File: config.mk
export PLATFORM = sky130hd
export DESIGN_NAME = drive_run_command_arbiter
export DESIGN_NICKNAME = d
export VERILOG_FILES = /design/src/drive_cmd_pkg.sv /design/src/ramp_if.sv /design/src/drive_ramp.sv /design/src/drive_run_command_arbiter.sv
export SDC_FILE = /design/constraint.sdc
export NUM_CORES = 1
export LEC_CHECK = 0
export CAP_MARGIN = 25
export CORE_UTILIZATION = 30
export DETAILED_ROUTE_END_ITERATION = 7
export DONT_BUFFER_PORTS = 1
export PLACE_DENSITY = 0.55
export SYNTH_ARGS = -nofsm -noshare
export SYNTH_HDL_FRONTEND = slang
export SYNTH_SLANG_ARGS = --single-unit
File: constraint.sdc
create_clock -name aclk -period 39.4 [get_ports aclk]
set_clock_uncertainty 0.05 [all_clocks]
set_input_delay 9.85 -clock aclk [delete_from_list [all_inputs] [get_ports aclk]]
set_output_delay 9.85 -clock aclk [all_outputs]
set_load 0.02 [all_outputs]
File: src/drive_cmd_pkg.sv
// Shared constants, register map and types of the run-command arbiter
package drive_cmd_pkg;

	localparam int FREQ_W = 16;
	localparam int ADDR_W = 8;

	// Register byte offsets
	localparam logic [7:0] CFG_OFFSET    = 8'h00;
	localparam logic [7:0] RAMP_OFFSET   = 8'h04;
	localparam logic [7:0] MAXF_OFFSET   = 8'h08;
	localparam logic [7:0] STATUS_OFFSET = 8'h0c;

	// Configuration register fields
	localparam int CFG_SRC_LSB   = 0;
	localparam int CFG_PREV_LSB  = 4;
	localparam int CFG_PON_BIT   = 8;
	localparam int CFG_RST_BIT   = 9;
	localparam int CFG_KEY_LSB   = 12;
	localparam int CFG_RUNEN_BIT = 14;
	localparam int CFG_SS_LSB    = 16;

	// Ramp register fields, times in ramp ticks
	localparam int RAMP_ACC_LSB = 0;
	localparam int RAMP_DEC_LSB = 16;

	// Status register fields
	localparam int ST_REMOTE_BIT = 0;
	localparam int ST_RUN_BIT    = 1;
	localparam int ST_REV_BIT    = 2;
	localparam int ST_TRIP_BIT   = 3;
	localparam int ST_PLOCK_BIT  = 4;
	localparam int ST_TLOCK_BIT  = 5;
	localparam int ST_FREQ_LSB   = 16;

	// Reset values: terminal mode 1, 20.0 s / 30.0 s at 1 ms ticks, 60.00 Hz
	localparam logic [31:0] CFG_RESET  = 32'h0000_0001;
	localparam logic [31:0] RAMP_RESET = 32'h7530_4e20;
	localparam logic [31:0] MAXF_RESET = 32'h0000_1770;

	localparam int SS_TRIP_BIT    = 2;
	localparam int SS_POWERUP_BIT = 4;

	localparam logic [1:0] MULTI_KEY_LOCAL_REMOTE = 2'h1;
	localparam logic [1:0] PREV_NONE = 2'h0;
	localparam logic [1:0] PREV_FWD  = 2'h1;
	localparam logic [1:0] PREV_REV  = 2'h2;

	localparam logic [1:0] RESP_OKAY   = 2'h0;
	localparam logic [1:0] RESP_SLVERR = 2'h2;

	// Ramp tick period
	localparam int CLK_PERIOD_NS    = 10;
	localparam int TICK_TIME_NS     = 1000000;
	localparam int TICK_CYCLES_DEF  = (TICK_TIME_NS + CLK_PERIOD_NS - 1) / CLK_PERIOD_NS;

	typedef enum logic [2:0] {
		SRC_KEYPAD   = 3'h0,
		SRC_TERM_FR  = 3'h1,
		SRC_TERM_RD  = 3'h2,
		SRC_SERIAL   = 3'h3,
		SRC_FIELDBUS = 3'h4,
		SRC_PLC      = 3'h5
	} cmd_src_t;

	typedef enum logic [2:0] {
		ST_STOP = 3'h1,
		ST_RUN  = 3'h2,
		ST_TRIP = 3'h4
	} run_state_t;

endpackage : drive_cmd_pkg

File: src/ramp_if.sv
// Signals between the arbiter and its ramp generator
`timescale 1ns/1ps
interface ramp_if #(parameter int W = 16);
	logic [W-1:0]  target;
	logic [W-1:0]  max_freq;
	logic [15:0]   accel_ticks;
	logic [15:0]   decel_ticks;
	logic          tick;
	logic          coast;
	logic [W-1:0]  freq;
	modport ctrl (output target, max_freq, accel_ticks, decel_ticks, tick, coast, input freq);
	modport ramp (input target, max_freq, accel_ticks, decel_ticks, tick, coast, output freq);
endinterface : ramp_if

File: src/drive_ramp.sv
// Linear ramp generator with a slope fixed by the maximum frequency
`timescale 1ns/1ps
module drive_ramp
	import drive_cmd_pkg::*;
#(
	parameter int W = 16
) (
	input wire logic  aclk,
	input wire logic  aresetn,
	ramp_if.ramp      rp
);

	if (W < 2) begin : g_bad_width
		$error("W must be at least 2");
	end

	// Zero ticks means an instant jump; a slope below one unit is raised so the ramp still ends
	function automatic logic [W-1:0] slope(input logic [W-1:0] max_f, input logic [15:0] ticks);
		logic [W-1:0] q;
		q = '0;
		if (ticks == 16'h0000) begin
			q = max_f;
		end else begin
			q = W'(max_f / ticks);
			if (q == '0) begin
				q = W'(1);
			end
		end
		return q;
	endfunction : slope

	logic [W-1:0] up_step;
	logic [W-1:0] down_step;

	assign up_step   = slope(rp.max_freq, rp.accel_ticks);
	assign down_step = slope(rp.max_freq, rp.decel_ticks);

	always_ff @(posedge aclk) begin
		if (!aresetn) begin
			rp.freq <= '0;
		end else if (rp.coast) begin
			rp.freq <= '0;
		end else if (rp.tick) begin
			if (rp.freq < rp.target) begin
				rp.freq <= (rp.target - rp.freq > up_step) ? rp.freq + up_step : rp.target;
			end else if (rp.freq > rp.target) begin
				rp.freq <= (rp.freq - rp.target > down_step) ? rp.freq - down_step : rp.target;
			end
		end
	end
endmodule : drive_ramp

File: src/drive_run_command_arbiter.sv
// Run-command arbiter: local/remote selection, interlocks, direction guard and ramp
//
// The AXI4-Lite slave port and the register offsets were left to the implementer.
`timescale 1ns/1ps
module drive_run_command_arbiter
	import drive_cmd_pkg::*;
#(
	parameter int TICK_CYCLES = TICK_CYCLES_DEF
) (
	input  wire logic               aclk,
	input  wire logic               aresetn,
	input  wire logic [ADDR_W-1:0]  awaddr,
	input  wire logic               awvalid,
	output logic                    awready,
	input  wire logic [31:0]        wdata,
	input  wire logic [3:0]         wstrb,
	input  wire logic               wvalid,
	output logic                    wready,
	output logic [1:0]              bresp,
	output logic                    bvalid,
	input  wire logic               bready,
	input  wire logic [ADDR_W-1:0]  araddr,
	input  wire logic               arvalid,
	output logic                    arready,
	output logic [31:0]             rdata,
	output logic [1:0]              rresp,
	output logic                    rvalid,
	input  wire logic               rready,
	input  wire logic               keypad_fwd,
	input  wire logic               keypad_rev,
	input  wire logic               keypad_stop,
	input  wire logic               multi_key_press,
	input  wire logic [FREQ_W-1:0]  keypad_freq,
	input  wire logic               run_forward_input,
	input  wire logic               run_reverse_input,
	input  wire logic               jog_forward_input,
	input  wire logic               jog_reverse_input,
	input  wire logic               premagnetize_input,
	input  wire logic               run_enable_input,
	input  wire logic               digital_run,
	input  wire logic               digital_reverse,
	input  wire logic               digital_stop,
	input  wire logic [FREQ_W-1:0]  remote_freq,
	input  wire logic               trip_fault,
	input  wire logic               trip_reset,
	output logic                    run_active,
	output logic                    run_reverse,
	output logic                    output_cut,
	output logic                    speed_search,
	output logic                    remote_indicator,
	output logic [2:0]              shown_cmd_source,
	output logic [FREQ_W-1:0]       output_freq
);

	if (TICK_CYCLES < 1 || FREQ_W > 16) begin : g_bad_params
		$error("TICK_CYCLES must be at least 1 and FREQ_W at most 16");
	end

	function automatic logic [31:0] merge_strb(input logic [31:0] old, input logic [31:0] nw, input logic [3:0] s);
		logic [31:0] r;
		r = old;
		for (int i = 0; i < 4; i++) begin
			if (s[i]) begin
				r[i*8 +: 8] = nw[i*8 +: 8];
			end
		end
		return r;
	endfunction : merge_strb

	logic [31:0]  cfg;
	logic [31:0]  ramp_cfg;
	logic [31:0]  maxf_cfg;
	run_state_t   state;
	run_state_t   next_state;
	logic         remote;
	logic         powered;
	logic         cfg_loaded;
	logic         power_lock;
	logic         trip_lock;
	logic         local_run;
	logic         local_rev;
	logic         dig_run;
	logic         dig_rev;
	logic         applied_rev;
	logic [31:0]  tick_count;
	logic         tick;

	ramp_if #(.W(FREQ_W)) rif ();

	drive_ramp #(.W(FREQ_W)) u_ramp (
		.aclk    (aclk),
		.aresetn (aresetn),
		.rp      (rif.ramp)
	);

	// Configuration fields
	cmd_src_t    src;
	logic [1:0]  prevent;
	logic        power_on_run;
	logic        rst_restart;
	logic [1:0]  multi_key_sel;
	logic        run_en_assigned;
	logic [7:0]  ss_cfg;

	assign src             = cmd_src_t'(cfg[CFG_SRC_LSB +: 3]);
	assign prevent         = cfg[CFG_PREV_LSB +: 2];
	assign power_on_run    = cfg[CFG_PON_BIT];
	assign rst_restart     = cfg[CFG_RST_BIT];
	assign multi_key_sel   = cfg[CFG_KEY_LSB +: 2];
	assign run_en_assigned = cfg[CFG_RUNEN_BIT];
	assign ss_cfg          = cfg[CFG_SS_LSB +: 8];

	// Command decode
	logic  is_terminal;
	logic  term_run;
	logic  term_rev;
	logic  any_run_input;
	logic  key_toggle;
	logic  want_run;
	logic  want_rev;
	logic  blocked;
	logic  allowed_run;
	logic  restart_ok;
	logic  powerup_start;

	assign is_terminal   = (src == SRC_TERM_FR) || (src == SRC_TERM_RD);
	assign any_run_input = run_forward_input | run_reverse_input | jog_forward_input
		| jog_reverse_input | premagnetize_input;
	assign key_toggle    = multi_key_press && (multi_key_sel == MULTI_KEY_LOCAL_REMOTE);

	always_comb begin
		if (src == SRC_TERM_FR) begin
			term_run = run_forward_input ^ run_reverse_input;
			term_rev = run_reverse_input;
		end else begin
			term_run = run_forward_input;
			term_rev = run_reverse_input;
		end
	end

	// Jog inputs only count toward the power-up and trip interlocks; they never start a run
	always_comb begin
		if (!remote) begin
			want_run = local_run && (!run_en_assigned || run_enable_input);
			want_rev = local_rev;
		end else if (is_terminal) begin
			want_run = term_run && !power_lock && !trip_lock
				&& (powered || (cfg_loaded && power_on_run));
			want_rev = term_rev;
		end else begin
			want_run = dig_run;
			want_rev = dig_rev;
		end
	end

	assign blocked     = (prevent == PREV_FWD && !want_rev) || (prevent == PREV_REV && want_rev);
	assign allowed_run = want_run && !blocked;
	assign restart_ok  = rst_restart && remote && is_terminal && term_run && !power_lock && !trip_lock
		&& !blocked;
	assign powerup_start = cfg_loaded && !powered && power_on_run && remote && is_terminal && term_run
		&& !blocked;

	always_comb begin
		next_state = state;
		case (state)
			ST_STOP, ST_RUN: begin
				next_state = allowed_run ? ST_RUN : ST_STOP;
				if (key_toggle && (remote || !is_terminal)) begin
					next_state = ST_STOP;
				end
			end
			ST_TRIP: begin
				if (trip_reset && !trip_fault) begin
					next_state = restart_ok ? ST_RUN : ST_STOP;
				end
			end
			default: next_state = ST_STOP;
		endcase
		if (trip_fault) begin
			next_state = ST_TRIP;
		end
	end

	always_ff @(posedge aclk) begin
		if (!aresetn) begin
			state <= ST_STOP;
		end else begin
			state <= next_state;
		end
	end

	always_ff @(posedge aclk) begin
		if (!aresetn) begin
			remote <= 1'b1;
		end else if (key_toggle) begin
			remote <= !remote;
		end
	end

	// Configuration resets with the drive, so the power-up decision waits until software loads it
	always_ff @(posedge aclk) begin
		if (!aresetn) begin
			powered    <= 1'b0;
			power_lock <= 1'b0;
		end else if (cfg_loaded) begin
			powered <= 1'b1;
			if (!powered) begin
				power_lock <= any_run_input && !power_on_run;
			end else if (!any_run_input) begin
				power_lock <= 1'b0;
			end
		end
	end

	always_ff @(posedge aclk) begin
		if (!aresetn) begin
			trip_lock <= 1'b0;
		end else if (state == ST_TRIP && trip_reset && !trip_fault && !restart_ok) begin
			trip_lock <= 1'b1;
		end else if (!any_run_input) begin
			trip_lock <= 1'b0;
		end
	end

	always_ff @(posedge aclk) begin
		if (!aresetn) begin
			local_run <= 1'b0;
			local_rev <= 1'b0;
		end else if ((key_toggle && remote) || trip_fault || keypad_stop) begin
			local_run <= 1'b0;
		end else if (!remote && keypad_fwd) begin
			local_run <= 1'b1;
			local_rev <= 1'b0;
		end else if (!remote && keypad_rev) begin
			local_run <= 1'b1;
			local_rev <= 1'b1;
		end else if (!remote && run_en_assigned && !run_enable_input) begin
			local_run <= 1'b0;
		end
	end

	// Keypad as remote source behaves as a digital source
	always_ff @(posedge aclk) begin
		if (!aresetn) begin
			dig_run <= 1'b0;
			dig_rev <= 1'b0;
		end else if ((key_toggle && !remote) || trip_fault) begin
			dig_run <= 1'b0;
		end else if (src == SRC_KEYPAD) begin
			if (keypad_stop) begin
				dig_run <= 1'b0;
			end else if (keypad_fwd || keypad_rev) begin
				dig_run <= 1'b1;
				dig_rev <= keypad_rev;
			end
		end else if (digital_stop) begin
			dig_run <= 1'b0;
		end else if (digital_run) begin
			dig_run <= 1'b1;
			dig_rev <= digital_reverse;
		end
	end

	always_ff @(posedge aclk) begin
		if (!aresetn) begin
			speed_search <= 1'b0;
		end else begin
			speed_search <= (powerup_start && !trip_fault && ss_cfg[SS_POWERUP_BIT])
				|| (state == ST_TRIP && trip_reset && !trip_fault && restart_ok && ss_cfg[SS_TRIP_BIT]);
		end
	end

	// Direction only flips at standstill, so a reversal ramps down first
	always_ff @(posedge aclk) begin
		if (!aresetn) begin
			applied_rev <= 1'b0;
		end else if (rif.freq == '0 && state == ST_RUN) begin
			applied_rev <= want_rev;
		end
	end

	always_ff @(posedge aclk) begin
		if (!aresetn) begin
			tick_count <= '0;
		end else if (tick) begin
			tick_count <= '0;
		end else begin
			tick_count <= tick_count + 32'h1;
		end
	end

	assign tick = (tick_count == 32'(TICK_CYCLES - 1));

	logic [FREQ_W-1:0] sel_freq;
	logic [FREQ_W-1:0] capped_freq;

	assign sel_freq    = remote ? remote_freq : keypad_freq;
	assign capped_freq = (sel_freq > rif.max_freq) ? rif.max_freq : sel_freq;

	assign rif.target      = (state == ST_RUN && want_rev == applied_rev) ? capped_freq : '0;
	assign rif.max_freq    = maxf_cfg[FREQ_W-1:0];
	assign rif.accel_ticks = ramp_cfg[RAMP_ACC_LSB +: 16];
	assign rif.decel_ticks = ramp_cfg[RAMP_DEC_LSB +: 16];
	assign rif.tick        = tick;
	assign rif.coast       = (state == ST_TRIP);

	assign run_active       = (state == ST_RUN);
	assign output_cut       = (state == ST_TRIP);
	assign run_reverse      = applied_rev;
	assign remote_indicator = remote;
	assign output_freq      = rif.freq;

	always_ff @(posedge aclk) begin
		if (!aresetn) begin
			shown_cmd_source <= SRC_KEYPAD;
		end else begin
			shown_cmd_source <= remote ? src : SRC_KEYPAD;
		end
	end

	// AXI4-Lite slave; address and data are taken together in one cycle
	logic        wr_go;
	logic [7:0]  wr_addr;
	logic [7:0]  rd_addr;
	logic [31:0] status_word;

	assign wr_go   = awvalid && wvalid && !bvalid;
	assign awready = wr_go;
	assign wready  = wr_go;
	assign arready = !rvalid;
	assign wr_addr = {awaddr[7:2], 2'b00};
	assign rd_addr = {araddr[7:2], 2'b00};

	assign status_word = {output_freq, 10'h000, trip_lock, power_lock, output_cut,
		applied_rev, run_active, remote};

	always_ff @(posedge aclk) begin
		if (!aresetn) begin
			cfg      <= CFG_RESET;
			ramp_cfg <= RAMP_RESET;
			maxf_cfg <= MAXF_RESET;
		end else if (wr_go) begin
			case (wr_addr)
				CFG_OFFSET:  cfg      <= merge_strb(cfg, wdata, wstrb);
				RAMP_OFFSET: ramp_cfg <= merge_strb(ramp_cfg, wdata, wstrb);
				MAXF_OFFSET: maxf_cfg <= merge_strb(maxf_cfg, wdata, wstrb);
				default: ;
			endcase
		end
	end

	// Terminal runs stay refused until the first configuration write
	always_ff @(posedge aclk) begin
		if (!aresetn) begin
			cfg_loaded <= 1'b0;
		end else if (wr_go && wr_addr == CFG_OFFSET) begin
			cfg_loaded <= 1'b1;
		end
	end

	always_ff @(posedge aclk) begin
		if (!aresetn) begin
			bvalid <= 1'b0;
			bresp  <= RESP_OKAY;
		end else if (wr_go) begin
			bvalid <= 1'b1;
			bresp  <= (wr_addr == CFG_OFFSET || wr_addr == RAMP_OFFSET || wr_addr == MAXF_OFFSET)
				? RESP_OKAY : RESP_SLVERR;
		end else if (bready) begin
			bvalid <= 1'b0;
		end
	end

	always_ff @(posedge aclk) begin
		if (!aresetn) begin
			rvalid <= 1'b0;
			rdata  <= '0;
			rresp  <= RESP_OKAY;
		end else if (arvalid && arready) begin
			rvalid <= 1'b1;
			rresp  <= RESP_OKAY;
			case (rd_addr)
				CFG_OFFSET:    rdata <= cfg;
				RAMP_OFFSET:   rdata <= ramp_cfg;
				MAXF_OFFSET:   rdata <= maxf_cfg;
				STATUS_OFFSET: rdata <= status_word;
				default: begin
					rdata <= '0;
					rresp <= RESP_SLVERR;
				end
			endcase
		end else if (rready) begin
			rvalid <= 1'b0;
		end
	end
endmodule : drive_run_command_arbiter

=== After elaboration in Yosys (flattened, before gate mapping) ===
Cells that the tools add are included.

* Flip-flop bits (word level): 199
* Bits of input ports: 106
* Output and inout bits: 65
* Logic and storage cells: 232

* Add/sub/neg operators: 5
* Div/mod/pow operators: 2
* Magnitude comparators: 5
* Equality and inequality tests: 23
* Multiplexer cells: 47
* Bitwise operators: 8
* Reduce and logical (&&, ||, !) cells: 109

{| class="wikitable"
|+ Operators by type and width
! cell !! number
|-
| two-way mux 16 bit || 11
|-
| one-hot mux 32 bit (4 select lines) || 1
|-
| logical NOT 16 bit || 5
|-
| greater-than comparator 16 bit || 4
|-
| subtractor 16 bit || 3
|-
| logical AND 1 bit || 43
|-
| AND reduction 3 bit || 12
|-
| adder 32 x 1 -> 32 bit (second input constant) || 1
|-
| divider 16 x 16 -> 16 bit || 2
|-
| == test 32 x 17 -> 1 bit (second input constant) || 1
|-
| two-way mux 1 bit || 27
|-
| == test 6 x 2 -> 1 bit (second input constant) || 3
|-
| adder 16 bit || 1
|-
| logical NOT 8 bit || 2
|-
| < comparator 16 bit || 1
|-
| logical NOT 1 bit || 14
|-
| == test 6 x 1 -> 1 bit (second input constant) || 2
|-
| logical OR 1 bit || 12
|-
| OR reduction 2 bit || 6
|-
| two-way mux 2 bit || 5
|-
| AND reduction 2 bit || 5
|-
| nonzero test 2 bit || 5
|-
| != test 2 x 1 -> 1 bit (second input constant) || 4
|-
| == test 3 x 1 -> 1 bit (second input constant) || 2
|-
| other kinds (16) || 27
|}

=== Depth between registers and ports, before layout ===
* Depth in word-level cells: 13
* Mapped depth: 156
* Depth with buffers taken out: 147

=== By module ===
Synthesis repeated with hierarchy kept, for this count alone.

* Cells, all modules: 3670
* Area total of the unflattened synthesis: 27231.1 µm²

{| class="wikitable"
|+ Modules (own cells, without submodules)
! module !! instances !! cells an instance !! area each (µm²) !! seq. area each (µm²)
|-
| drive_ramp || 1 || 2655 || 18427.7 || 320.3
|-
| drive_run_command_arbiter || 1 || 1015 || 8803.4 || 3623.5
|}

=== Worst setup path before layout ===
OpenSTA, ideal clock, no wires.

* Path kind: register to register
* From: reg ramp_cfg[13]
* To: reg u_ramp.rp.freq[14]
* Library setup time: 0.117 ns
* Arrival: 30.330 ns
* Required time: 39.233 ns
* Slack: 8.903 ns
* Cell stages (with the launch flop): 144
* Path buffers: 9
* Period minus slack after synthesis: 30.497 ns
* Cells stage by stage: dfxtp_1 or3_1 buf_2 nor3_1 nand3_1 nor2_1 a21oi_1 ha_1 o21a_1 nor2_1 o31a_1 or2_2 ha_1 o21a_1 o21a_1 o2111a_1 mux2i_1 ha_1 [108 not listed] o22ai_1 inv_1 a31oi_1 o21ai_0 ha_1 fa_1 a21o_1 a21o_1 a21oi_1 o21ai_0 a211o_1 a21oi_1 o21bai_1 nand3_1 nand3b_1 xnor2_1 a21oi_1 a32o_1

* Longest elaborated chain between the ends: 7
* Elaborated cells between the ends (all ways): 9
* Classes of those cells: 1 x add/sub; 1 x div; 1 x order compare; 4 x mux; 2 x reduce/logical

{| class="wikitable"
|+ RTL lines
! element !! line !! source
|-
| start, declared || drive_run_command_arbiter.sv:71 || <nowiki>logic [31:0] ramp_cfg;</nowiki>
|-
| start signal, assigned || drive_run_command_arbiter.sv:345 || <nowiki>RAMP_OFFSET: ramp_cfg <= merge_strb(ramp_cfg, wdata, wstrb);</nowiki>
|-
| divider 16 x 16 -> 16 bit || drive_ramp.sv:24 || <nowiki>q = W'(max_f / ticks);</nowiki>
|-
| logical NOT 16 bit || drive_ramp.sv:25 || <nowiki>if (q == '0) begin</nowiki>
|-
| two-way mux 16 bit || drive_ramp.sv:25 ||
|-
| two-way mux 16 bit * || drive_ramp.sv:21 || <nowiki>if (ticks == 16'h0000) begin</nowiki>
|-
| adder 16 bit / greater-than comparator 16 bit (equally long branches) || drive_ramp.sv:45 || <nowiki>rp.freq <= (rp.target - rp.freq > up_step) ? rp.freq + up_step : rp.target;</nowiki>
|-
| two-way mux 16 bit * || drive_ramp.sv:45 ||
|-
| two-way mux 16 bit * || drive_ramp.sv:44 || <nowiki>if (rp.freq < rp.target) begin</nowiki>
|-
| end signal, assigned || drive_ramp.sv:45 ||
|-
| end signal, assigned || drive_ramp.sv:47 || <nowiki>rp.freq <= (rp.freq - rp.target > down_step) ? rp.freq - down_step : rp.target;</nowiki>
|-
| end, declared || ramp_if.sv:12 || <nowiki>modport ramp (input target, max_freq, accel_ticks, decel_ticks, tick, coast, output freq);</nowiki>
|}

Every way passes the cells marked *; elsewhere a longest branch is shown, timed or not.
A chain may end at the register's enable or synchronous reset.

=== Worst setup path in the final report ===
* From: reg ramp_cfg[13]
* To: reg u_ramp.rp.freq[15]

The elaborated chain is that of the path after synthesis.

==> metrics.txt <==
# TYPE chip_impl_metric gauge
chip_impl_info{name="worstHoldPathType",value="reg2reg"} 1
chip_impl_metric{name="cts_buffers",unit=""} 17
chip_impl_metric{name="first_global_vias",unit=""} 23840
chip_impl_metric{name="pwr_cell_area",unit="mW/mm^2"} 14.98
chip_impl_metric{name="max_vdd_drop",unit="mV"} 0.02925
chip_impl_metric{name="die_x_extent",unit="um"} 298.1
chip_impl_info{name="unrepaired_setup_endpoints_after_global_routing",value="no"} 1
chip_impl_metric{name="synth_top_area_share",unit="%"} 18.13
chip_impl_metric{name="required",unit="ps"} 39790
chip_impl_info{name="critPathLaunchType",value="flop"} 1
chip_impl_info{name="synth_common_cells",value="sky130_fd_sc_hd__ha_1, sky130_fd_sc_hd__nor2_1, sky130_fd_sc_hd__nand2_1, sky130_fd_sc_hd__a21oi_1, sky130_fd_sc_hd__dfxtp_1"} 1
chip_impl_metric{name="initial_cell_density_of_the_core",unit="%"} 30.31
chip_impl_metric{name="transition_time_at_the_pin_with_the_least_slew_margin",unit="ps"} 1014
chip_impl_metric{name="netlist_area",unit="mm^2"} 0.02630
chip_impl_metric{name="post_drt_via_cell_ratio",unit=""} 5.629
chip_impl_metric{name="drt-wirelength-per-cell",unit="um"} 20.40
chip_impl_info{name="synth_most_common_cell",value="sky130_fd_sc_hd__ha_1"} 1
chip_impl_metric{name="port_buffers",unit=""} 0
chip_impl_metric{name="post_synth_num_cell_types",unit=""} 101
chip_impl_info{name="crit_slowest_cell",value="sky130_fd_sc_hd__or3_1"} 1
chip_impl_metric{name="clock_latency_on_the_worst_skew_pair",unit="ps"} 510
chip_impl_metric{name="post_synth.cell_area_avg",unit="um^2"} 7.456
chip_impl_metric{name="chipHeight",unit="um"} 298.1
chip_impl_metric{name="power_share_of_the_combinational_group",unit="%"} 5.4
chip_impl_metric{name="first_pass_grt_wire_length",unit="um"} 142400
chip_impl_metric{name="p_int",unit="uW"} 301.1
chip_impl_info{name="cts.root.buffer_cell",value="sky130_fd_sc_hd__clkbuf_16"} 1
chip_impl_info{name="timing.setup.critical_path_class",value="reg2reg"} 1
chip_impl_metric{name="crit_path_max_incr_delay",unit="ps"} 630
chip_impl_metric{name="post_cts_resized",unit=""} 0
chip_impl_metric{name="cts_buffer_depth",unit=""} 2
chip_impl_metric{name="setup_total_negative_slack",unit="ps"} 0
chip_impl_metric{name="global_placement_routability_congestion",unit=""} 0.9199
chip_impl_metric{name="hold_violations",unit=""} 0
chip_impl_metric{name="power.switching_fraction",unit="%"} 28.96
chip_impl_metric{name="final_net_count",unit=""} 3940
chip_impl_metric{name="netlist_instances",unit=""} 3527
chip_impl_metric{name="io_pins",unit=""} 171
chip_impl_metric{name="cts-htree-levels",unit=""} 4
chip_impl_info{name="tritoncts_clock_tree",value="built"} 1
chip_impl_metric{name="tritoncts_num_sinks",unit=""} 197
chip_impl_metric{name="clkPwrFrac",unit="%"} 47.0
chip_impl_metric{name="placementRows",unit=""} 108
chip_impl_metric{name="clock.fmax",unit="MHz"} 27.41
chip_impl_metric{name="first_iter_violations",unit=""} 2139
chip_impl_metric{name="dieArea",unit="mm^2"} 0.08885
chip_impl_metric{name="drt-pass1-iter-count",unit=""} 6
chip_impl_metric{name="sum_of_net_half_perimeters_after_detailed_placement",unit="um"} 75150
chip_impl_metric{name="power.share.sequential",unit="%"} 47.6
chip_impl_metric{name="globalRouteOverflowTotal",unit=""} 0
chip_impl_metric{name="yosys_register_bits",unit=""} 197
chip_impl_metric{name="worst_setup_hold_path_clk_slew",unit="ps"} 110
chip_impl_metric{name="layout_min_cycle_time",unit="ps"} 36480
chip_impl_info{name="outcome",value="completed"} 1
chip_impl_metric{name="synth_enable_flop_cells",unit=""} 0
chip_impl_metric{name="worst_ep_arrival_time",unit="ps"} 36870
chip_impl_metric{name="antenna_found_initial",unit=""} 6
chip_impl_metric{name="cp_max_fo",unit=""} 16
chip_impl_info{name="netlist_top_cells_area",value="sky130_fd_sc_hd__ha_1, sky130_fd_sc_hd__dfxtp_1, sky130_fd_sc_hd__nor2_1, sky130_fd_sc_hd__nand2_1, sky130_fd_sc_hd__a21oi_1"} 1
chip_impl_info{name="synth_largest_area_cell",value="sky130_fd_sc_hd__ha_1"} 1
chip_impl_metric{name="reg2regPathDepth",unit=""} 143
chip_impl_metric{name="grt_start_max_net_pins",unit=""} 109
chip_impl_metric{name="drc",unit=""} 0
chip_impl_metric{name="maxcap_viol_count",unit=""} 0
chip_impl_metric{name="globalRouteTotalUtil",unit="%"} 20.54
chip_impl_metric{name="number_of_routed_nets_with_antenna_violations",unit=""} 0
chip_impl_info{name="critical-path-top-cell-by-count",value="sky130_fd_sc_hd__o21a_1"} 1
chip_impl_metric{name="slew_viol_final",unit=""} 0
chip_impl_info{name="synthFlopType",value="sky130_fd_sc_hd__dfxtp_1"} 1
chip_impl_info{name="endpoint_kind",value="flop"} 1
chip_impl_metric{name="fraction_of_the_yosys_area_taken_by_sequential_cells",unit="%"} 15.00
chip_impl_metric{name="total_leakage_power",unit="nW"} 11.58
chip_impl_metric{name="holdPathStages",unit=""} 2
chip_impl_metric{name="antennaDiodeCount",unit=""} 0
chip_impl_metric{name="power_switching",unit="uW"} 122.8
chip_impl_metric{name="final_core_util",unit="%"} 32.63
chip_impl_metric{name="areaGrowthSynthToFinish",unit="%"} 7.627
chip_impl_metric{name="via_count",unit=""} 25990
chip_impl_metric{name="post_cts_buffers",unit=""} 0
chip_impl_metric{name="final_cycle_utilization_of_the_critical_path",unit="%"} 92.59
chip_impl_metric{name="synth-async-reset-ratio",unit="%"} 0
chip_impl_metric{name="routed_wl",unit="um"} 94170
chip_impl_metric{name="hold_buffers",unit=""} 0
chip_impl_metric{name="setup_viol",unit=""} 0
chip_impl_metric{name="slew_limit_headroom",unit="%"} 32.02
chip_impl_metric{name="layout-drive-gt1-share",unit="%"} 7.886
chip_impl_metric{name="synth-warning-count",unit=""} 0
chip_impl_metric{name="area_of_the_placeable_core",unit="mm^2"} 0.08675
==> cell type report <==
type | count | area, um^2
inverters | 180 | 675.6
repair buffers | 61 | 478.0
clock inverters | 15 | 241.5
well taps | 1155 | 1445
flip-flops and latches | 197 | 3945
fillers | 9404 | 58450
multi-input cells | 2992 | 21090
clock buffers | 17 | 425.4
==> power groups by stage <==
stage	combinational [mW]	sequential (mW)	clock, mW
floorplan	0.0208	0.206	0
global placement	0.0221	0.206	0
detailed placement	0.0226	0.206	0
CTS	0.0228	0.202	0.204
global route	0.0252	0.202	0.211
finish	0.0230	0.202	0.199
==> sequential cells by signal, indices dropped and copies added, names as in the netlist, 3 cells and up <==
name / cells
state: 3
tick_count: 32
cfg: 32
u_ramp.rp.freq: 16
maxf_cfg: 32
shown_cmd_source: 3
rdata: 32
ramp_cfg: 32
==> worst max-delay path, delay by kind of cell (launching register included) <==
kind | cells | cell delay (ps)
multiplexers | 8 | 2790
AO/OA/AOI/OAI | 86 | 20810
buffers and inverters | 8 | 1870
flip-flops | 1 | 400
AND/OR/NAND/NOR | 25 | 5590
adder cells (fa/ha/maj) | 16 | 4840
==> final timing paths <==
| path | from | to | slack (ps) |
|---|---|---|---|
| worst max register to register | ramp_cfg[13] | u_ramp.rp.freq[15] | 2920 |
| worst min register to register | cfg[3] | cfg[3] | 410 |
| worst min-delay path | cfg[3] | cfg[3] | 410 |
| worst max-delay path | ramp_cfg[13] | u_ramp.rp.freq[15] | 2920 |
==> placed cells by master (no fill, tap or decap), types with 17 or more instances in the layout <==
| cell type | count |
|---|---|
| sky130_fd_sc_hd__inv_1 | 179 |
| sky130_fd_sc_hd__xnor2_1 | 104 |
| sky130_fd_sc_hd__a21boi_0 | 73 |
| sky130_fd_sc_hd__nand3_1 | 194 |
| sky130_fd_sc_hd__or2_2 | 18 |
| sky130_fd_sc_hd__ha_1 | 381 |
| sky130_fd_sc_hd__and2_1 | 24 |
| sky130_fd_sc_hd__o21a_1 | 108 |
| sky130_fd_sc_hd__or3_1 | 42 |
| sky130_fd_sc_hd__xor2_1 | 75 |
| sky130_fd_sc_hd__a31oi_1 | 34 |
| sky130_fd_sc_hd__a211oi_1 | 37 |
| sky130_fd_sc_hd__nor4_1 | 23 |
| sky130_fd_sc_hd__buf_4 | 60 |
| sky130_fd_sc_hd__dfxtp_1 | 196 |
| sky130_fd_sc_hd__nand2_1 | 341 |
| sky130_fd_sc_hd__o211ai_1 | 27 |
| sky130_fd_sc_hd__nor2b_1 | 36 |
| sky130_fd_sc_hd__a21oi_1 | 196 |
| sky130_fd_sc_hd__clkbuf_16 | 17 |
| sky130_fd_sc_hd__mux2i_1 | 31 |
| sky130_fd_sc_hd__and3_1 | 30 |
| sky130_fd_sc_hd__a21o_1 | 76 |
| sky130_fd_sc_hd__nand4_1 | 39 |
| sky130_fd_sc_hd__mux4_2 | 20 |
| sky130_fd_sc_hd__a22oi_1 | 33 |
| sky130_fd_sc_hd__o21ai_0 | 174 |
| sky130_fd_sc_hd__nor2_1 | 343 |
| sky130_fd_sc_hd__o21bai_1 | 28 |
| sky130_fd_sc_hd__nor3_1 | 147 |
| sky130_fd_sc_hd__mux2_2 | 82 |
| sky130_fd_sc_hd__o31ai_1 | 22 |
| sky130_fd_sc_hd__nand2b_1 | 24 |
==> layer usage <==
metal	global-route usage, %	routed length (um)	part of all wire [%]	vias up
met5	0	41	0.044	-
met3	4.426	7308	7.8	103
met2	31.52	40340	43	799
li1	-	-	-	12790
met1	28.67	44330	47	12290
met4	5.714	2144	2.3	6
==> cell families after synthesis <==
family / share of synthesized area [%]
flops: 15.00
mux: 6.718
buf+inv: 5.053
xor+xnor: 5.962
fa+ha+maj: 18.47
other cells: 0.01426
simple gates: 23.51
compound gates: 25.28
==> stage by stage <==
step	total power [mW]	instance area (um^2)	setup WS, ps	cells	hold WS [ps]
floorplan	0.2267	26300	8903	3528	383.4
global placement	0.2284	27600	2940	4584	394.1
detailed placement	0.2288	27630	2621	4585	402.2
CTS	0.4284	28300	2504	4617	410.5
global route	0.4376	28300	128.3	4617	421.1
finish	0.4239	28300	2920	4617	407.9
Note: power is estimated with default switching activity, not from simulation.
